==> config.mk <==
export PLATFORM = sky130hd
export DESIGN_NAME = sfe_front
export DESIGN_NICKNAME = d
export VERILOG_FILES = /design/src/hdl/sfe_pkg.sv /design/src/hdl/sfe_sync.sv /design/src/hdl/sfe_pause.sv /design/src/hdl/sfe_front.sv
export SDC_FILE = /design/constraint.sdc
export NUM_CORES = 1
export LEC_CHECK = 0
export ABC_CLOCK_PERIOD_IN_PS = 2920
export BUFFER_PORTS_ARGS = -buffer_cell sky130_fd_sc_hd__buf_2
export CAP_MARGIN = 20
export CORE_AREA = 2 2 88 90
export DETAILED_ROUTE_END_ITERATION = 12
export DIE_AREA = 0 0 90 92
export GPL_ROUTABILITY_DRIVEN = 1
export GPL_TIMING_DRIVEN = 1
export HOLD_SLACK_MARGIN = 0.03
export PLACE_DENSITY = 0.8
export SLEW_MARGIN = 20
export SYNTH_ARGS = -nofsm -noshare
export SYNTH_HDL_FRONTEND = slang
export SYNTH_HIERARCHICAL = 1
export SYNTH_SLANG_ARGS = --single-unit
==> constraint.sdc <==
create_clock -name clk -period 2.92 [get_ports clk]
set_input_delay 0.438 -clock clk [delete_from_list [all_inputs] [get_ports clk]]
set_output_delay 0.438 -clock clk [all_outputs]
set_load 0.005 [all_outputs]
==> src/hdl/sfe_pkg.sv <==
// constants, types and pin carrier of the serial flash pin front end
// assumes one system clock; the link pins arrive unsynchronised
package sfe_pkg;

    // ----------------------------------------------------------------
    // register map
    // ----------------------------------------------------------------
    localparam logic [3:0] REG_CTRL   = 4'h0;
    localparam logic [3:0] REG_STATUS = 4'h4;

    // control register fields
    localparam int         CTRL_GUARD_EN   = 0;
    localparam int         CTRL_BLOCK_LSB  = 1;
    localparam int         CTRL_REGG_LSB   = 5;
    localparam logic [7:0] CTRL_RESET      = 8'h00;

    // status register fields
    localparam int STAT_SELECTED = 0;
    localparam int STAT_ARMED    = 1;
    localparam int STAT_PAUSED   = 2;
    localparam int STAT_BUSY     = 3;
    localparam int STAT_QUAD_REF = 4;
    localparam int STAT_WR_BLOCK = 5;
    localparam int STAT_QLOCK    = 6;

    // ----------------------------------------------------------------
    // array geometry and framing
    // ----------------------------------------------------------------
    localparam logic [10:0] ARRAY_BLOCKS  = 11'h400;
    localparam logic [3:0]  BITS_PER_BYTE = 4'h8;

    // ----------------------------------------------------------------
    // types
    // ----------------------------------------------------------------
    typedef enum logic [1:0] {
        LANE_SINGLE = 2'h0,
        LANE_DUAL   = 2'h1,
        LANE_QUAD   = 2'h2
    } sfe_lane_type;

    typedef enum logic [2:0] {
        ST_WAIT = 3'h1,
        ST_IDLE = 3'h2,
        ST_SEL  = 3'h4
    } sfe_state_type;

    typedef struct packed {
        logic       sclk;
        logic       cs_n;
        logic [3:0] lane;
    } sfe_pins_type;

endpackage

==> src/hdl/sfe_sync.sv <==
// two flip-flop synchroniser for a group of unrelated level inputs
// assumes each bit changes slowly against clk
module sfe_sync #(
    parameter int W = 1
) (
    // clock and reset
    input  wire logic         clk,
    input  wire logic         rstn,
    // levels
    input  wire logic [W-1:0] d,
    output logic      [W-1:0] q
);

    logic [W-1:0] meta;

    always_ff @(posedge clk or negedge rstn) begin
        if (!rstn) begin
            meta <= '0;
            q    <= '0;
        end else begin
            meta <= d;
            q    <= meta;
        end
    end

endmodule // sfe_sync

==> src/hdl/sfe_pause.sv <==
// pause tracker driven by the synchronised pause level and link clock
// assumes en is low whenever pausing is not allowed
module sfe_pause (
    // clock and reset
    input  wire logic clk,
    input  wire logic rstn,
    // conditions
    input  wire logic en,
    input  wire logic hold_n,
    input  wire logic sclk,
    // state
    output logic      paused
);

    // pause level is only taken while the link clock is low, so a change
    // with the clock high waits for the next falling edge
    always_ff @(posedge clk or negedge rstn) begin
        if (!rstn) begin
            paused <= 1'b0;
        end else if (!en) begin
            paused <= 1'b0;
        end else if (!sclk) begin
            paused <= !hold_n;
        end
    end

endmodule // sfe_pause

==> src/hdl/sfe_front.sv <==
// serial flash pin front end: select, lanes, pause and write guard
// assumes link pins are asynchronous to clk and clk runs >= 4x sclk
// assumes the core sets lane mode and drive direction per frame phase

// Notes on behaviour
// - deselected means all lanes undriven
// - select low accepts bits and returns data
// - ignore frames until first select fall
// - running internal cycles survive deselect
// - single lane input sampled on rising clock
// - single lane output changes on falling clock
// - dual/quad: sample rising, drive falling
// - lane use per mode; guard/pause only non-quad
// - guard off: pin blocks guard register writes
// - guard on, pin low: all writes rejected
// - guard on refuses quad transfers
// - guard bits select protected block region
// - pause tri-states output, ignores input, clock
// - pause release resumes where stopped
// - quad command disables pause until frame end
// - clock modes zero and three supported
// - pause starts now if clock low
// - pause ends now if clock low
module sfe_front (
    // clock and reset
    input  wire logic                  clk,
    input  wire logic                  rstn,
    // link pins
    input  wire logic                  sclk_pin,
    input  wire logic                  cs_n_pin,
    input  wire logic [3:0]            lane_in,
    output logic      [3:0]            lane_out,
    output logic      [3:0]            lane_oe,
    // register port
    input  wire logic [3:0]            reg_addr,
    input  wire logic [7:0]            reg_wdata,
    input  wire logic                  reg_wr,
    input  wire logic                  reg_rd,
    output logic      [7:0]            reg_rdata,
    // core lane control
    input  wire sfe_pkg::sfe_lane_type core_mode,
    input  wire logic                  core_drive,
    input  wire logic [7:0]            tx_data,
    output logic                       tx_take,
    output logic      [7:0]            rx_data,
    output logic                       rx_valid,
    output logic                       rx_first,
    output logic                       frame_start,
    output logic                       frame_end,
    // core protection
    input  wire logic                  op_busy,
    input  wire logic [9:0]            blk_addr,
    output logic                       blk_locked,
    output logic                       write_block,
    output logic                       reg_write_block
);

    // ----------------------------------------------------------------
    // pin synchronisation and edges
    // ----------------------------------------------------------------
    sfe_pkg::sfe_pins_type pin_raw;
    sfe_pkg::sfe_pins_type pin_s;
    logic                  sclk_q;
    logic                  cs_n_q;
    logic                  sclk_rise;
    logic                  sclk_fall;
    logic                  cs_fall;
    logic                  cs_rise;

    assign pin_raw.sclk = sclk_pin;
    assign pin_raw.cs_n = cs_n_pin;
    assign pin_raw.lane = lane_in;

    sfe_sync #(
        .W ($bits(sfe_pkg::sfe_pins_type))
    ) u_sync (
        .clk  (clk),
        .rstn (rstn),
        .d    (pin_raw),
        .q    (pin_s)
    );

    // select history starts low so a select held low at reset is no fall
    always_ff @(posedge clk or negedge rstn) begin
        if (!rstn) begin
            sclk_q <= 1'b0;
            cs_n_q <= 1'b0;
        end else begin
            sclk_q <= pin_s.sclk;
            cs_n_q <= pin_s.cs_n;
        end
    end

    // edges found either clock idle level: modes zero and three
    assign sclk_rise = pin_s.sclk & ~sclk_q;
    assign sclk_fall = ~pin_s.sclk & sclk_q;
    assign cs_fall   = ~pin_s.cs_n & cs_n_q;
    assign cs_rise   = pin_s.cs_n & ~cs_n_q;

    // ----------------------------------------------------------------
    // control register
    // ----------------------------------------------------------------
    logic [7:0] ctrl;
    logic       guard_en;
    logic [3:0] block_guard_bits;
    logic [1:0] reg_guard_bits;

    always_ff @(posedge clk or negedge rstn) begin
        if (!rstn) begin
            ctrl <= sfe_pkg::CTRL_RESET;
        end else if (reg_wr && reg_addr == sfe_pkg::REG_CTRL) begin
            ctrl <= reg_wdata;
        end
    end

    assign guard_en         = ctrl[sfe_pkg::CTRL_GUARD_EN];
    assign block_guard_bits = ctrl[sfe_pkg::CTRL_BLOCK_LSB +: 4];
    assign reg_guard_bits   = ctrl[sfe_pkg::CTRL_REGG_LSB +: 2];

    // ----------------------------------------------------------------
    // frame state
    // ----------------------------------------------------------------
    sfe_pkg::sfe_state_type state;
    logic                   selected;

    always_ff @(posedge clk or negedge rstn) begin
        if (!rstn) begin
            state <= sfe_pkg::ST_WAIT;
        end else begin
            case (state)
                sfe_pkg::ST_WAIT: begin
                    if (cs_fall) begin
                        state <= sfe_pkg::ST_SEL;
                    end
                end
                sfe_pkg::ST_IDLE: begin
                    if (cs_fall) begin
                        state <= sfe_pkg::ST_SEL;
                    end
                end
                sfe_pkg::ST_SEL: begin
                    // raising select even mid-pause drops the frame
                    if (cs_rise) begin
                        state <= sfe_pkg::ST_IDLE;
                    end
                end
                default: begin
                    state <= sfe_pkg::ST_WAIT;
                end
            endcase
        end
    end

    assign selected = (state == sfe_pkg::ST_SEL);

    // ----------------------------------------------------------------
    // quad gating and pause
    // ----------------------------------------------------------------
    logic quad_req;
    logic quad_ok;
    logic quad_refused;
    logic quad_lock;
    logic paused;
    logic active;

    assign quad_req     = (core_mode == sfe_pkg::LANE_QUAD);
    assign quad_ok      = quad_req & ~guard_en;
    assign quad_refused = selected & quad_req & guard_en;
    assign active       = selected & ~paused & ~quad_refused;

    always_ff @(posedge clk or negedge rstn) begin
        if (!rstn) begin
            quad_lock <= 1'b0;
        end else if (!selected || cs_rise) begin
            quad_lock <= 1'b0;
        end else if (quad_ok) begin
            quad_lock <= 1'b1;
        end
    end

    sfe_pause u_pause (
        .clk    (clk),
        .rstn   (rstn),
        .en     (selected & ~quad_lock & ~quad_req),
        .hold_n (pin_s.lane[3]),
        .sclk   (pin_s.sclk),
        .paused (paused)
    );

    // ----------------------------------------------------------------
    // receive shifter
    // ----------------------------------------------------------------
    logic [7:0] rx_sh;
    logic [3:0] rx_cnt;
    logic [7:0] next_rx_sh;
    logic [3:0] next_rx_cnt;
    logic       rx_got_first;

    always_comb begin
        next_rx_sh  = rx_sh;
        next_rx_cnt = rx_cnt;
        case (core_mode)
            sfe_pkg::LANE_DUAL: begin
                next_rx_sh  = {rx_sh[5:0], pin_s.lane[1:0]};
                next_rx_cnt = rx_cnt + 4'h2;
            end
            sfe_pkg::LANE_QUAD: begin
                next_rx_sh  = {rx_sh[3:0], pin_s.lane};
                next_rx_cnt = rx_cnt + 4'h4;
            end
            default: begin
                next_rx_sh  = {rx_sh[6:0], pin_s.lane[0]};
                next_rx_cnt = rx_cnt + 4'h1;
            end
        endcase
    end

    // paused or deselected edges leave the shifter untouched
    always_ff @(posedge clk or negedge rstn) begin
        if (!rstn) begin
            rx_sh        <= 8'h00;
            rx_cnt       <= 4'h0;
            rx_data      <= 8'h00;
            rx_valid     <= 1'b0;
            rx_first     <= 1'b0;
            rx_got_first <= 1'b0;
        end else begin
            rx_valid <= 1'b0;
            if (cs_rise) begin
                rx_cnt       <= 4'h0;
                rx_got_first <= 1'b0;
            end else if (active && sclk_rise && !core_drive) begin
                if (next_rx_cnt >= sfe_pkg::BITS_PER_BYTE) begin
                    rx_data      <= next_rx_sh;
                    rx_valid     <= 1'b1;
                    rx_first     <= ~rx_got_first;
                    rx_got_first <= 1'b1;
                    rx_cnt       <= 4'h0;
                end else begin
                    rx_cnt <= next_rx_cnt;
                end
                rx_sh <= next_rx_sh;
            end
        end
    end

    // ----------------------------------------------------------------
    // transmit shifter
    // ----------------------------------------------------------------
    logic [7:0] tx_sh;
    logic [3:0] tx_cnt;
    logic [7:0] tx_src;
    logic [3:0] tx_step;
    logic [3:0] lane_mask;

    assign tx_src = (tx_cnt == 4'h0) ? tx_data : tx_sh;

    always_comb begin
        tx_step   = 4'h1;
        lane_mask = 4'h2;
        case (core_mode)
            sfe_pkg::LANE_DUAL: begin
                tx_step   = 4'h2;
                lane_mask = 4'h3;
            end
            sfe_pkg::LANE_QUAD: begin
                tx_step   = 4'h4;
                lane_mask = quad_ok ? 4'hf : 4'h0;
            end
            default: begin
                tx_step   = 4'h1;
                lane_mask = 4'h2;
            end
        endcase
    end

    always_ff @(posedge clk or negedge rstn) begin
        if (!rstn) begin
            tx_sh    <= 8'h00;
            tx_cnt   <= 4'h0;
            tx_take  <= 1'b0;
            lane_out <= 4'h0;
        end else begin
            tx_take <= 1'b0;
            if (cs_rise) begin
                tx_cnt <= 4'h0;
            end else if (active && sclk_fall && core_drive) begin
                case (core_mode)
                    sfe_pkg::LANE_DUAL: begin
                        lane_out <= {2'h0, tx_src[7:6]};
                    end
                    sfe_pkg::LANE_QUAD: begin
                        lane_out <= tx_src[7:4];
                    end
                    default: begin
                        lane_out <= {2'h0, tx_src[7], 1'b0};
                    end
                endcase
                tx_sh   <= tx_src << tx_step;
                tx_take <= (tx_cnt == 4'h0);
                tx_cnt  <= ((tx_cnt == 4'h0) ? sfe_pkg::BITS_PER_BYTE : tx_cnt) - tx_step;
            end
        end
    end

    // no lane is driven unless selected, unpaused and in a read phase
    assign lane_oe = (selected && !paused && core_drive) ? lane_mask : 4'h0;

    // ----------------------------------------------------------------
    // write guard and protected region
    // ----------------------------------------------------------------
    logic        wp_low;
    logic [10:0] prot_blocks;

    always_ff @(posedge clk or negedge rstn) begin
        if (!rstn) begin
            wp_low <= 1'b0;
        end else if (!quad_req && !quad_lock) begin
            wp_low <= ~pin_s.lane[2];
        end
    end

    // region doubles per step from two blocks up to the whole array
    assign prot_blocks = (block_guard_bits == 4'h0) ? 11'h000 :
                         (block_guard_bits >= 4'ha) ? sfe_pkg::ARRAY_BLOCKS :
                         (11'h001 << block_guard_bits);

    always_ff @(posedge clk or negedge rstn) begin
        if (!rstn) begin
            write_block     <= 1'b0;
            reg_write_block <= 1'b0;
            blk_locked      <= 1'b0;
        end else begin
            write_block     <= guard_en & wp_low;
            reg_write_block <= (guard_en & wp_low) |
                               (~guard_en & wp_low & reg_guard_bits[0]);
            blk_locked      <= ({1'b0, blk_addr} < prot_blocks) |
                               (guard_en & wp_low);
        end
    end

    // ----------------------------------------------------------------
    // frame markers and register reads
    // ----------------------------------------------------------------
    logic [7:0] status;

    always_ff @(posedge clk or negedge rstn) begin
        if (!rstn) begin
            frame_start <= 1'b0;
            frame_end   <= 1'b0;
        end else begin
            frame_start <= cs_fall && state != sfe_pkg::ST_SEL;
            frame_end   <= cs_rise && selected;
        end
    end

    // busy comes straight from the core; deselect never clears it
    always_comb begin
        status                         = 8'h00;
        status[sfe_pkg::STAT_SELECTED] = selected;
        status[sfe_pkg::STAT_ARMED]    = (state != sfe_pkg::ST_WAIT);
        status[sfe_pkg::STAT_PAUSED]   = paused;
        status[sfe_pkg::STAT_BUSY]     = op_busy;
        status[sfe_pkg::STAT_QUAD_REF] = quad_refused;
        status[sfe_pkg::STAT_WR_BLOCK] = write_block;
        status[sfe_pkg::STAT_QLOCK]    = quad_lock;
    end

    always_ff @(posedge clk or negedge rstn) begin
        if (!rstn) begin
            reg_rdata <= 8'h00;
        end else if (reg_rd && reg_addr == sfe_pkg::REG_CTRL) begin
            reg_rdata <= ctrl;
        end else if (reg_rd && reg_addr == sfe_pkg::REG_STATUS) begin
            reg_rdata <= status;
        end else begin
            reg_rdata <= 8'h00;
        end
    end

    // ----------------------------------------------------------------
    // assertions
    // ----------------------------------------------------------------
    AST_DESEL_HIZ: assert property (
        @(posedge clk) disable iff (!rstn) !selected |-> lane_oe == 4'h0)
        else $error("lane driven while deselected");
    AST_SEL_ON_FALL: assert property (
        @(posedge clk) disable iff (!rstn) cs_fall |=> selected)
        else $error("select fall did not select");
    AST_NO_ARM_NO_RX: assert property (
        @(posedge clk) disable iff (!rstn) state == sfe_pkg::ST_WAIT |=> !rx_valid)
        else $error("byte taken before first select fall");
    AST_RX_ON_RISE: assert property (
        @(posedge clk) disable iff (!rstn) rx_valid |-> $past(sclk_rise) && $past(active))
        else $error("byte completed without rising clock");
    AST_TX_ON_FALL: assert property (
        @(posedge clk) disable iff (!rstn) $changed(lane_out) |-> $past(sclk_fall))
        else $error("output lane changed off falling clock");
    AST_QUAD_LANES: assert property (
        @(posedge clk) disable iff (!rstn) lane_oe[3] |-> quad_ok && selected)
        else $error("lane three driven outside quad");
    AST_HW_BLOCK: assert property (
        @(posedge clk) disable iff (!rstn) guard_en && wp_low |=> write_block && blk_locked)
        else $error("write not blocked by guard pin");
    AST_QUAD_REFUSE: assert property (
        @(posedge clk) disable iff (!rstn) guard_en |-> !lane_oe[2] && !lane_oe[3])
        else $error("quad drive while guard enabled");
    AST_PAUSE_HIZ: assert property (
        @(posedge clk) disable iff (!rstn) paused |-> lane_oe == 4'h0)
        else $error("lane driven while paused");
    AST_PAUSE_FROZEN: assert property (
        @(posedge clk) disable iff (!rstn) paused && !cs_rise |=> $stable(rx_cnt) && !rx_valid)
        else $error("shifter moved while paused");
    AST_QUAD_NO_PAUSE: assert property (
        @(posedge clk) disable iff (!rstn) quad_lock |=> !paused)
        else $error("pause active during quad frame");
    AST_FRAME_CLEAR: assert property (
        @(posedge clk) disable iff (!rstn) cs_rise && selected |=> rx_cnt == 4'h0 && !selected
            ##1 frame_end == 1'b0)
        else $error("frame state survived select rise");

    COV_BYTE_RX: cover property (@(posedge clk) disable iff (!rstn) rx_valid && rx_first);
    COV_PAUSE: cover property (@(posedge clk) disable iff (!rstn) $rose(paused) ##[1:400] $fell(paused));
    COV_QUAD_TX: cover property (@(posedge clk) disable iff (!rstn) tx_take && quad_ok);
    COV_BLOCKED: cover property (@(posedge clk) disable iff (!rstn) $rose(write_block));

endmodule // sfe_front

=== Word level (Yosys, flattened, before mapping) ===
Index checks and enable logic that the tools add are counted.

* Register bits after elaboration: 80
* Bits of input ports: 44
* Output and inout bits: 32

* Add/sub/neg operators: 4
* $lt $le $gt $ge: 3
* Equality and inequality tests: 11
* Shift-type cells: 2
* Mux-type cells: 33
* Bitwise logic cells: 28
* Reduce and logical (&&, ||, !) cells: 32

{| class="wikitable"
|+ Operator list
! cell !! count
|-
| 2-to-1 mux 4 bit || 8
|-
| case mux 4 bit (2 select lines) || 3
|-
| 2-to-1 mux 11 bit || 2
|-
| 2-to-1 mux 8 bit || 2
|-
| case mux 8 bit (2 select lines) || 1
|-
| bitwise AND 1 bit || 14
|-
| logical AND 1 bit || 12
|-
| zero test 4 bit || 3
|-
| 2-to-1 mux 1 bit || 12
|-
| inverter 1 bit || 12
|-
| case mux 3 bit (2 select lines) || 2
|-
| less-than comparator 10 x 11 -> 1 bit || 1
|-
| << shifter 1 x 4 -> 11 bit (first input constant) || 1
|-
| >= comparator 4 bit (second input constant) || 2
|-
| AND reduction 2 bit || 4
|-
| nonzero test 2 bit || 4
|-
| << shifter 8 x 4 -> 8 bit || 1
|-
| 2-to-1 mux 7 bit || 1
|-
| zero test 1 bit || 6
|-
| 2-to-1 mux 3 bit || 2
|-
| adder 4 x 1 -> 4 bit (second input constant) || 1
|-
| adder 4 x 2 -> 4 bit (second input constant) || 1
|-
| adder 4 x 3 -> 4 bit (second input constant) || 1
|-
| == test 4 x 3 -> 1 bit (second input constant) || 1
|-
| other kinds (14) || 16
|}

=== Depth between registers and ports, before layout ===
Gate-level depths: netlist (run 1).

* Word-level depth: 9
* Gate-level depth with buffers: 9
* Depth with buffers taken out: 8

=== Modules after synthesis ===
Netlist (run 1), hierarchy kept.

{| class="wikitable"
|+ By module, submodules not included
! module !! instances !! cells an instance !! area an instance (sq um) !! sequential area each (sq um)
|-
| sfe_front || 1 || 343 || 3603.5 || 1677.9
|-
| sfe_sync || 1 || 12 || 300.3 || 300.3
|-
| sfe_pause || 1 || 4 || 46.3 || 25.0
|}

=== Worst setup path before layout (run 1) ===
Ideal clock, no wire load.

* Kind: reg2reg
* Start: reg tx_cnt[0]
* End: reg tx_sh[6]
* Arrival time: 2.284 ns
* Slack: 0.511 ns
* Stages on the path, launching flop included: 6
* Period minus slack after synthesis: 2.409 ns
* Cells stage by stage: dfrtp_1 -> nor4_2 -> buf_6 -> mux4_2 -> mux4_2 -> mux2_2

* Cells in the longest elaborated chain, start to end: 3

{| class="wikitable"
|+ Ends and longest elaborated chain
! what !! line !! text
|-
| from (decl) || sfe_front.sv:251 || <nowiki>logic [3:0] tx_cnt;</nowiki>
|-
| from (signal assigned) || sfe_front.sv:301 || <nowiki>tx_cnt <= ((tx_cnt == 4'h0) ? sfe_pkg::BITS_PER_BYTE : tx_cnt) - tx_step;</nowiki>
|-
| zero test 4 bit || sfe_front.sv:256 || <nowiki>assign tx_src = (tx_cnt == 4'h0) ? tx_data : tx_sh;</nowiki>
|-
| 2-to-1 mux 8 bit || sfe_front.sv:256 ||
|-
| << shifter 8 x 4 -> 8 bit || sfe_front.sv:299 || <nowiki>tx_sh <= tx_src << tx_step;</nowiki>
|-
| to (signal assigned) || sfe_front.sv:299 ||
|-
| to (decl) || sfe_front.sv:250 || <nowiki>logic [7:0] tx_sh;</nowiki>
|}

Every way passes these cells.
A chain may end at the register's enable or synchronous reset.

=== Worst setup path in the final report (run 1) ===
* Start: reg tx_cnt[0]
* End: reg tx_sh[7]

The elaborated chain is that of the path after synthesis.

==> summary.md, run 1 <==
| Metric | Value |
|---|---|
| Clk network pwr share | between 30% and 40% |
| Syn-to-layout area delta | 16.47% |
| Max-cap check violation count | 0 |
| Reg2reg path depth | 6 |
| Reg2reg end | tx_sh[7] |
| Post-route DRC | 0 |
| Boundary Pins | 76 |
| CP Class | flip-flop to flip-flop |
| Run status | completed |
| HPWL after DPL | ~5800 um |
| Diodes inserted | 0 |
| Max Clock Freq | around 0.42 GHz |
| Sequential share of the synthesized area | 50.71% |
| Peak supply drop | 0.2837 mV |
| Vias | a little under 3k |
| Routed WL | 8009 um |
| Vias in the first global route | between 2k and 3k |
| R2R Path Start | tx_cnt[0] |
| Largest net degree at the start of global routing | 81 |
| Syn_nets | 420 |
| DRT iter0 DRCs | approximately 160 |
| Reg2Reg Setup Slack | about 520 ps |
| RSZ-0062 raised after global routing | false |
| CTS Buffer Depth | 2 |
| Ys async rst share | 100.0% |
| Post CTS Setup Buffer Count | 0 |
| Minimum clock period | between 2000 and 2500 ps |
| Mean Syn Cell Area | between 10 and 15 um2 |
| IO Port Bufs | 74 |
| Clock latency on the worst-skew pair | 350 ps |
| DRT Pass-1 Iters | 4 |
| Fin crit share | between 80% and 90% |
| Synth unique cells | between 50 and 60 |
| Leak | roughly 2.3 nW |
| Die area | 8280 um2 |
| Power Density | just over 500 nW/um2 |
| Worst-margin pin slew | 732.1 ps |
| Fillers | 644 |
| Slew Viols, Final | 0 |
| Final TNS setup | 0 ps |
| Switching power | between 0.0006 and 0.0007 W |
| Post-synthesis cell count | 359 |
| Relative slew slack | between 50% and 60% |
| Mapped Area | 3950 um2 |
| First-pass GRT wire length | between 10000 and 15000 um |
| Vias/cell | roughly 5.5 |
| Num CTS Buffers | 9 |
| Post_cts resized | 0 |
| Reg area | roughly 2000 um2 |
| Post-synth EDFFs | 0 |
| Clock slew at reported path FFs | ~80 ps |
| CP arrival | 2630 ps |
| Multi-input gate area | around 1800 um2 |
| Core area | approximately 7400 um2 |
| Synth Register Bits | 80 |
| Clock Sinks | 80 |
| Setup-failing EPs final | 0 |
| Die W | around 90 um |
| Sw Share | around 28% |
| Maximum fanout along the worst path | 12 |
| Root Buffer | clkbuf_8 |
| All-Layer GR Usage | between 20% and 30% |
| Yosys warning count | 6 |
| TritonCTS clock tree | yes |
| Int Power | about 0.0017 W |
| # nets final | around 500 |
| Most used flip-flop cell after synthesis | dfrtp_1 |
| Starting density of the core | about 53% |
| Drt wl/cell | 14.80 um |
| Main area contributors after synthesis | dfrtp_1 (50%), mux2_2 (7.4%), ha_1 (5.1%) |
| Grt total ovfl | 0 |
| Flop pwr share | a little over half |
| Crit. End Element | flip-flop |
| Final Hold Viols | 0 |
| Critical Path Start Type | flip-flop |
| Antenna-violating nets left | 0 |
| Area after DPL | around 4400 um2 |
| Post-route cell area | around 4600 um2 |
| Layout cells sized above 1 | 30.52% |
| Initial antenna violation count | 0 |
| Comb power frac | between 10% and 20% |
| Hold WC Path Type | input port to async pin |
| Die H | 92 um |
| Post-synth top area cell | dfrtp_1 |
| CTS Hold Buffers Added | 0 |
| Row Count | 32 |
| RePlAce Congestion | 0.8712 |
| H-tree Lvls | 3 |
| Yosys top cell area share | roughly 50% |
| Critical path data required time | roughly 3200 ps |
| Tot Pwr | 0.002323 W |
| Worst Skew | 8.086 ps |
[state kept, by name, summed over array words and instances (netlist names), 4 cells and up]
name	flops
tx_cnt	4
u_sync/meta	6
rx_cnt	4
reg_rdata	8
tx_sh	8
rx_data	8
ctrl	8
rx_sh	7
lane_out	4
u_sync/q	6
[cell usage after synthesis, drive strengths merged (2+ instances only)]
master / number
nand4: 3
or2: 3
mux4: 6
dfrtp: 79
inv: 10
nor4: 2
nor3b: 3
ha: 16
a21o: 3
nand3: 2
nand2: 43
a22oi: 7
nand2b: 5
o2bb2ai: 2
buf: 3
and2: 4
a31oi: 3
o21ai: 31
o21a: 4
nor2b: 8
or4: 2
mux2: 26
clkbuf: 13
nor2: 22
a22o: 4
clkinv: 2
a21oi: 13
o31ai: 4
nand3b: 2
nor3: 7
mux2i: 10
[critical path, cell delays in order, from the launching register on]
cell      delay (ps)
dfrtp_1          420
nor4_2           280
buf_4            270
mux4_2           570
mux2_2           290
a222oi_1         350
o21ai_1           90
[layout make-up]
type | instances | area share, %
multi-input combinational | 251 | 39.76
timing repair buffer | 80 | 9.165
sequential | 80 | 43.54
inverter | 12 | 0.9791
clock buffer | 11 | 3.073
clock inverter | 5 | 0.7071
tap | 102 | 2.774
[power by group through the flow]
stage	sequential (W)	clock, W	combinational [W]
2_1_floorplan	0.00125	0	0.000233
3_3_place_gp	0.00126	0	0.000337
3_5_place_dp	0.00127	0	0.000355
4_1_cts	0.00125	0.000751	0.000356
5_1_grt	0.00126	0.000797	0.000400
6_report	0.00125	0.000722	0.000353
[worst max-delay path by stage]
stage,start,to,slack [ps],cells after the start
after floorplan,tx_cnt[0],tx_sh[6],510,5
after global placement,core_mode[0],rx_data[2],410,8
after detailed placement,core_mode[0],rx_data[1],360,8
after CTS,core_mode[0],lane_oe[0],510,9
after global routing,core_mode[0],lane_oe[1],360,9
final,tx_cnt[0],tx_sh[7],520,6
[cell usage in the layout, fill, tap and decap left out, types with 3 or more instances in the layout]
master / instances
a21oi_1: 13
nor2b_1: 8
nor2_1: 22
clkbuf_8: 10
nand2_1: 43
o21ai_0: 30
buf_2: 73
nor3_1: 7
mux2i_1: 10
and2_1: 4
o31ai_1: 4
buf_4: 6
mux4_2: 6
a22oi_1: 7
clkinvlp_4: 3
o21a_1: 4
a22o_1: 4
nand2b_1: 5
inv_1: 10
dfrtp_1: 79
a31oi_1: 3
ha_1: 16
mux2_2: 26
a21o_1: 3
[metrics by stage]
| step | std cells | worst slack, ps | util [%] | hold slack, ps |
|---|---|---|---|---|
| 5_1_grt | 541 | 359.3 | 61.78 | 172.4 |
| 3_3_place_gp | 525 | 411.5 | 59.39 | 333.3 |
| 4_1_cts | 541 | 505.1 | 61.73 | 174.5 |
| 6_report | 541 | 521.7 | 61.78 | 91.28 |
| 2_1_floorplan | 359 | 511.5 | - | 142.4 |
| 3_5_place_dp | 525 | 355.4 | 59.39 | 334.7 |
[metal layers]
metal	share of wire [%]	GRT usage [%]
met1	45	28.69
met2	49	32.71
met3	4.8	5.094
met4	1.0	7.051
met5	0	0
[cell families (layout without fill, tap and decap cells)]
group / Yosys count / count (layout) / share of synthesized area (%)
flops: 80 / 80 / 50.71
simple gates: 108 / 108 / 13.59
buf+inv: 28 / 108 / 2.978
xor+xnor: 2 / 2 / 0.4435
fa+ha+maj: 17 / 17 / 5.575
mux: 42 / 42 / 13.37
compound gates: 82 / 82 / 13.34
Power figures use the tool's default switching activity.
==> run 2: changes to the inputs <==
--- a/config.mk
+++ b/config.mk
@@ -5,16 +5,16 @@
 export SDC_FILE = /design/constraint.sdc
 export NUM_CORES = 1
 export LEC_CHECK = 0
-export ABC_CLOCK_PERIOD_IN_PS = 2920
+export ABC_CLOCK_PERIOD_IN_PS = 1920
 export BUFFER_PORTS_ARGS = -buffer_cell sky130_fd_sc_hd__buf_2
 export CAP_MARGIN = 20
-export CORE_AREA = 2 2 88 90
+export CORE_AREA = 2 2 92 94
 export DETAILED_ROUTE_END_ITERATION = 12
-export DIE_AREA = 0 0 90 92
+export DIE_AREA = 0 0 94 96
 export GPL_ROUTABILITY_DRIVEN = 1
 export GPL_TIMING_DRIVEN = 1
 export HOLD_SLACK_MARGIN = 0.03
-export PLACE_DENSITY = 0.8
+export PLACE_DENSITY = 0.77
 export SLEW_MARGIN = 20
 export SYNTH_ARGS = -nofsm -noshare
 export SYNTH_HDL_FRONTEND = slang
==> constraint.sdc (replaced) <==
create_clock -name clk -period 1.92 [get_ports clk]
set_input_delay 0.288 -clock clk [delete_from_list [all_inputs] [get_ports clk]]
set_output_delay 0.288 -clock clk [all_outputs]
set_load 0.005 [all_outputs]
==> run 2 against run 1 <==
Compared with the run above:
- the flow now finishes with violations (setup timing)
- clock power increased by 62%
- worst setup slack got worse by 850 ps
- design area increased by 13%
- critical path depth fell by 1
- via count rose by 6.0%
- global-route usage grew 0.72 points
- die area rose by 9.0%
- clock-buffer cell count fell by 2
- first-iteration DRC count is 51% lower
- critical path type unchanged
- final cell count rose by 10%
- critical endpoint is now tx_sh[6]
- register-to-register slack got worse by 850 ps
==> summary.md, run 2 (synthesized netlist as in run 1, its figures left out) <==
| Metric | Value |
|---|---|
| Run status | finished, violations left |
| First-pass GRT wire length | 14850 um (+7.0%) |
| Max-cap check violation count | 0 (unchanged) |
| Power Density | 728.6 nW/um2 (+44%) |
| DRT iter0 DRCs | 80 (-51%) |
| CP cell instances | nor4_4 > buf_6 > mux4_2 > mux4_2 > mux2_4 |
| Worst-margin pin slew | 548.6 ps (-183.5 ps) |
| Failing checks | setup timing |
| Drt wl/cell | 15.11 um (+2.1%) |
| Most frequent cells in the layout | dfrtp_1 (77), buf_2 (73), buf_4 (47), nand2_1 (42), o21ai_0 (27) |
| Initial antenna violation count | 0 (unchanged) |
| Routed WL | 9006 um (+12%) |
| Num CTS Buffers | 9 (unchanged) |
| Row Count | 33 (+3.1%) |
| Syn-to-layout area delta | 31.33% |
| Die area | 9024 um2 (+9.0%) |
| Minimum clock period | 2250 ps (-148.0 ps) |
| IO Port Bufs | 74 (unchanged) |
| HPWL after DPL | 6652 um (+15%) |
| Most common cell after layout, fill and taps aside | dfrtp_1 |
| Post-route cell area | 5187 um2 (+13%) |
| Fin crit share | 117.2% (+35 points) |
| Vias in the first global route | 3123 (+6.1%) |
| Crit path max-delay cell type | mux4_2 |
| Area after DPL | 4738 um2 (+7.1%) |
| DRT Pass-1 Iters | 4 (unchanged) |
| Clock latency on the worst-skew pair | 360 ps (about the same) |
| Place WS | -384.5 ps (-739.9 ps) |
| Largest net degree at the start of global routing | 69 (-15%) |
| All-Layer GR Usage | 21.58% (+0.72 points) |
| Clock Sinks | 80 (unchanged) |
| Setup-failing EPs final | 6 (+6) |
| Fin worst setup slack | -330.2 ps (-852.0 ps) |
| RSZ-0062 raised after global routing | true |
| H-tree Lvls | 3 (unchanged) |
| Die W | 94 um (+4.4%) |
| CP Class | flip-flop to flip-flop |
| Diodes inserted | 0 (unchanged) |
| CTS Buffer Depth | 2 (unchanged) |
| WP buf/inv | 1 (unchanged) |
| # nets final | 547 (+11%) |
| Core area | 8051 um2 (+8.1%) |
| Critical path data required time | 2170 ps (-980 ps) |
| Reg area | 2006 um2 (+0.12%) |
| Slowest cell delay on critical path | 520 ps (-50 ps) |
| Post-route DRC | 0 (unchanged) |
| Worst Skew | 13.65 ps (+5.564 ps) |
| Leak | 2.570 nW (+13%) |
| Multi-input gate area | 1962 um2 (+7.3%) |
| Root Buffer | clkbuf_8 |
| Hold WC Path Type | input port to flip-flop |
| Vias | 3154 (+6.0%) |
| CP top delay family | multiplexers |
| Relative slew slack | 63.29% (+12 points) |
| Clock slew at reported path FFs | 90 ps (about the same) |
| Crit. End Element | flip-flop |
| Final TNS setup | -1100 ps (-1100 ps) |
| Final Hold Viols | 0 (unchanged) |
| Antenna-violating nets left | 0 (unchanged) |
| Starting density of the core | 49.06% (-4.0 points) |
| Boundary Pins | 76 (unchanged) |
| Peak supply drop | 0.6223 mV (+120%) |
| RePlAce Congestion | 0.8296 (-4.8%) |
| Layout cells sized above 1 | 40.94% (+10 points) |
| Fillers | 633 (-1.7%) |
| Vias/cell | 5.292 (-3.8%) |
| CP arrival | 2510 ps (-120 ps) |
| Maximum fanout along the worst path | 6 (-6) |
| Most frequent CP cell | mux4_2 |
| Max Clock Freq | 0.4444 GHz (+6.6%) |
| Grt total ovfl | 0 (unchanged) |
| Die H | 96 um (+4.3%) |
| Slew Viols, Final | 0 (unchanged) |
| Critical Path Start Type | flip-flop |
| TritonCTS clock tree | yes |
## run 2: cell types whose count changed in the layout (fill, tap and decap cells not counted), moves of 3 or more
cell           delta
mux2_2            -3
dlygate4sd3_1     +7
a21oi_1           -4
a21oi_2           +3
buf_4            +41
nor2b_1           -3
mux2_4            +3
o21ai_0           -3
## run 2: what timing repair did
item,4_1_cts,5_1_grt
buffers inserted,3,8
cloned,0,0
hold endpoints to repair,18,0
pin swaps,4,8
setup endpoints to repair,8,19
resized for setup,8,22
hold buffers,7,0
## run 2: layout make-up
cell class	instances	share of cell area, %
Inverter	12	0.8924
Multi-Input combinational cell	251	37.82
Clock inverter	7	1.182
Sequential cell	80	38.66
Timing Repair Buffer	132	16.52
Clock buffer	9	2.388
Tap cell	105	2.533
## run 2: per-layer routing
layer	vias to the layer above	share of wire [%]	global-route usage (%)
met5	-	0	0
met4	0	1.1	5.435
met3	7	4.6	5.560
met2	70	50	36.61
met1	1534	44	27.86
li1	1543	-	-
## run 2: final timing paths
path	startpoint	slack [ps]	cells past startpoint	endpoint
worst max-delay path	tx_cnt[2]	-330	5	tx_sh[6]
worst min-delay path	reg_wdata[6]	160	2	ctrl[6]
worst max register to register	tx_cnt[2]	-330	5	tx_sh[6]
worst min register to register	u_sync/meta[1]	360	0	u_sync/q[1]
max in group asynchronous	rstn	990	3	state[1]
min in group asynchronous	rstn	310	2	tx_sh[6]
## run 2: worst register-to-register path, stage by stage, from the launching register on
cell     delay (ps)
dfrtp_1         420
nor4_4          280
buf_6           180
mux4_2          530
mux4_2          470
mux2_4          270
## run 2: power breakdown
part           internal (W)  switching [W]  total [W]
logic              0.000381       0.000336   0.000718
clock network      0.000496       0.000672    0.00117
registers           0.00179       0.000101    0.00189
total               0.00267        0.00111    0.00378
## run 2: metrics by stage
stage	hold WS, ps	cells	power (W)	util (%)
3_3_place_gp	153.6	563	0.002528	58.85
3_5_place_dp	156.9	563	0.002556	58.85
2_1_floorplan	-7.591	359	0.002269	-
6_report	159.1	596	0.003779	64.43
4_1_cts	148.0	589	0.003745	62.70
5_1_grt	145.2	596	0.003979	64.43
==> run 3: changes to the inputs <==
--- a/config.mk
+++ b/config.mk
@@ -5,12 +5,13 @@
 export SDC_FILE = /design/constraint.sdc
 export NUM_CORES = 1
 export LEC_CHECK = 0
+export ABC_AREA = 1
 export ABC_CLOCK_PERIOD_IN_PS = 1920
 export BUFFER_PORTS_ARGS = -buffer_cell sky130_fd_sc_hd__buf_2
 export CAP_MARGIN = 20
-export CORE_AREA = 2 2 92 94
+export CORE_AREA = 2 2 93 95
 export DETAILED_ROUTE_END_ITERATION = 12
-export DIE_AREA = 0 0 94 96
+export DIE_AREA = 0 0 95 97
 export GPL_ROUTABILITY_DRIVEN = 1
 export GPL_TIMING_DRIVEN = 1
 export HOLD_SLACK_MARGIN = 0.03
==> run 3 against run 2 <==
Compared with the run above:
- the flow now finishes without violations
- clock power fell by 6%
- largest cell class unchanged
- via count up 8.0%
- sequential share of layout area is 2.8 points higher
- sequential power is 5% higher
- worst hold slack better by 30 ps
- largest power group unchanged
- synthesized cell count grew 26%
- die area increased by 2.1%
==> summary.md, run 3 <==
| Metric | Value |
|---|---|
| Flop pwr share | 50.1% (about the same) |
| Layout cells sized above 1 | 24.86% (-16 points) |
| CP arrival | 1520 ps (-990 ps) |
| Switching power | 0.001223 W (+10%) |
| R2R Path Start | ctrl[3] |
| Starting density of the core | 49.59% (+0.53 points) |
| Row Count | 33 (unchanged) |
| Yosys top cell area share | 49.01% (-1.0 points) |
| Antenna-violating nets left | 0 (unchanged) |
| TritonCTS clock tree | yes |
| Mean Syn Cell Area | 8.885 um2 (-19%) |
| Grt total ovfl | 0 (unchanged) |
| Crit path capture | lane_oe[0] |
| Boundary Pins | 76 (unchanged) |
| Most common cell in the netlist | nand2_1 |
| Die W | 95 um (+1.1%) |
| Syn_nets | 515 (+23%) |
| Max Clock Freq | 0.5527 GHz (+24%) |
| Power Density | 816.4 nW/um2 (+12%) |
| Drt wl/cell | 13.64 um (-9.7%) |
| DRT iter0 DRCs | 150 (+88%) |
| Post-synth EDFFs | 0 (unchanged) |
| Vias in the first global route | 3342 (+7.0%) |
| Fin crit share | 94.24% (-23 points) |
| Synth Register Bits | 80 (unchanged) |
| Vias | 3407 (+8.0%) |
| Clk network pwr share | 28.0% (-2.9 points) |
| RePlAce Congestion | 0.8548 (+3.0%) |
| Root Buffer | clkbuf_8 |
| CTS Buffer Depth | 2 (unchanged) |
| Core area | 8134 um2 (+1.0%) |
| Reg2reg path depth | 10 (+5) |
| Most frequent cells in the layout | nand2_1 (91), dfrtp_1 (79), buf_2 (73), inv_1 (44), nor2_1 (40) |
| Sw Share | 30.99% (+1.6 points) |
| Vias/cell | 5.194 (-1.9%) |
| Synth unique cells | 38 (-31%) |
| Most common cell after layout, fill and taps aside | nand2_1 |
| IO Port Bufs | 74 (unchanged) |
| Fillers | 711 (+12%) |
| Comb power frac | 21.9% (+2.9 points) |
| Most used flip-flop cell after synthesis | dfrtp_1 |
| Leak | 2.505 nW (-2.5%) |
| # nets final | 608 (+11%) |
| Yosys warning count | 6 (unchanged) |
| Reg2reg end | blk_locked |
| Critical Path Source | state[1] |
| Main area contributors after synthesis | dfrtp_1 (49%), nand2_1 (8.6%), ha_1 (5.0%) |
| Final Hold Viols | 0 (unchanged) |
| Diodes inserted | 0 (unchanged) |
| Hold WC Path Type | input port to flip-flop |
| Post-synthesis cell count | 454 (+26%) |
| Die area | 9215 um2 (+2.1%) |
| Slew Viols, Final | 0 (unchanged) |
| Worst Skew | 8.588 ps (-5.062 ps) |
| DRT Pass-1 Iters | 4 (unchanged) |
| Maximum fanout along the worst path | 5 (-1) |
| Reg2Reg Setup Slack | 150 ps (+480 ps) |
| Mapped Area | 4034 um2 (+2.1%) |
| Relative slew slack | 63.16% (-0.14 points) |
| Clock latency on the worst-skew pair | 350 ps (about the same) |
| Crit. End Element | primary output |
| All-Layer GR Usage | 20.47% (-1.1 points) |
| First-pass GRT wire length | 14900 um (+0.33%) |
| Sequential share of the synthesized area | 49.66% (-1.1 points) |
| Critical path data required time | 1630 ps (-540 ps) |
| RSZ-0062 raised after global routing | false |
| HPWL after DPL | 6562 um (-1.4%) |
| Peak supply drop | 0.5370 mV (-14%) |
| Worst-margin pin slew | 551.1 ps (+2.515 ps) |
| Num CTS Buffers | 9 (unchanged) |
| Setup-failing EPs final | 0 (-6) |
| Clock slew at reported path FFs | 80 ps (about the same) |
| Max-cap check violation count | 0 (unchanged) |
| Ys async rst share | 100.0% (unchanged) |
| Int Power | 0.002724 W (+2.0%) |
| Post-synth top area cell | dfrtp_1 |
| H-tree Lvls | 3 (unchanged) |
| Run status | completed |
| Largest net degree at the start of global routing | 53 (-23%) |
| CP Class | flip-flop to primary output |
| Hold_ws | 189.4 ps (+30.32 ps) |
| Clock Sinks | 80 (unchanged) |
| Routed WL | 8947 um (-0.66%) |
| Syn-to-layout area delta | 19.85% |
| Die H | 97 um (+1.0%) |
| Final TNS setup | 0 ps (+1100 ps) |
| Initial antenna violation count | 0 (unchanged) |
| Critical Path Start Type | flip-flop |
| Minimum clock period | 1809 ps (-440.9 ps) |
| Commonest cells post-synth | nand2_1 (92), dfrtp_1 (79), inv_1 (44) |
| Post-route DRC | 0 (unchanged) |
==> run 3: how the worst min path moves through the flow <==
stage,slack (ps),start,to,cells past startpoint
after floorplan,-8,rstn,blk_locked,0
after global placement,230,rstn,u_sync/q[4],1
after detailed placement,240,rstn,u_sync/q[4],1
after CTS,170,reg_wdata[6],ctrl[6],3
after global routing,190,reg_wdata[1],ctrl[1],3
final,190,reg_wdata[6],ctrl[6],3
==> run 3: area by class of cell <==
type	instances	area [um2]	area share, %
Timing Repair Buffer	95	573.1	11.85
Sequential cell	80	2003	41.43
Inverter	48	180.2	3.727
Clock inverter	4	30.03	0.6211
Multi-Input combinational cell	313	1775	36.72
Clock buffer	11	141.4	2.924
Tap cell	105	131.4	2.717
==> run 3: power by group through the flow <==
stage,sequential (W),clock (W),combinational (W)
2_1_floorplan,0.00199,0,0.000552
3_3_place_gp,0.00200,0,0.000789
3_5_place_dp,0.00201,0,0.000824
4_1_cts,0.00198,0.00114,0.000841
5_1_grt,0.00200,0.00121,0.000985
6_report,0.00198,0.00110,0.000865
==> run 3: routing by layer <==
metal	vias to the layer above	routed length (um)	share of wire, %	track usage, %
met4	0	164	1.8	6.466
li1	1694	-	-	-
met3	20	399	4.5	4.829
met2	84	4355	49	33.66
met5	-	0	0	0
met1	1609	4028	45	26.61
==> run 3: critical path, stage by stage (launching register included) <==
cell	delay, ps
dfrtp_1	380
inv_1	110
nand3_4	110
nor2_4	130
nand2_2	100
nor3_4	210
buf_2	140
==> run 3: kinds of logic after synthesis <==
kind of cell,Yosys count,share of synthesized area [%]
XOR/XNOR,3,0.6515
adder cells (fa/ha/maj),17,5.459
buffers and inverters,61,6.761
flip-flops,80,49.66
AND/OR/NAND/NOR,198,22.77
AO/OA/AOI/OAI,95,14.70
==> run 3: timing repair <==
| item | in CTS | in global routing |
|---|---|---|
| setup endpoints to repair | 1 | 2 |
| resized for setup | 1 | 3 |
| hold buffers | 7 | 0 |
| endpoints found under the hold margin | 33 | 0 |
| pin swaps | 0 | 3 |
| buffers inserted | 0 | 4 |
==> run 3: metrics by stage <==
| step | power (W) | setup WS [ps] | instances | instance area, um2 | util (%) |
|---|---|---|---|---|---|
| 6_report | 0.003947 | 110.7 | 656 | 4835 | 59.44 |
| 2_1_floorplan | 0.002544 | 335.0 | 454 | 4034 | - |
| 3_3_place_gp | 0.002789 | 122.6 | 630 | 4546 | 55.88 |
| 3_5_place_dp | 0.002834 | 59.82 | 630 | 4546 | 55.88 |
| 4_1_cts | 0.003955 | 23.17 | 652 | 4792 | 58.91 |
| 5_1_grt | 0.004194 | 12.81 | 656 | 4835 | 59.44 |
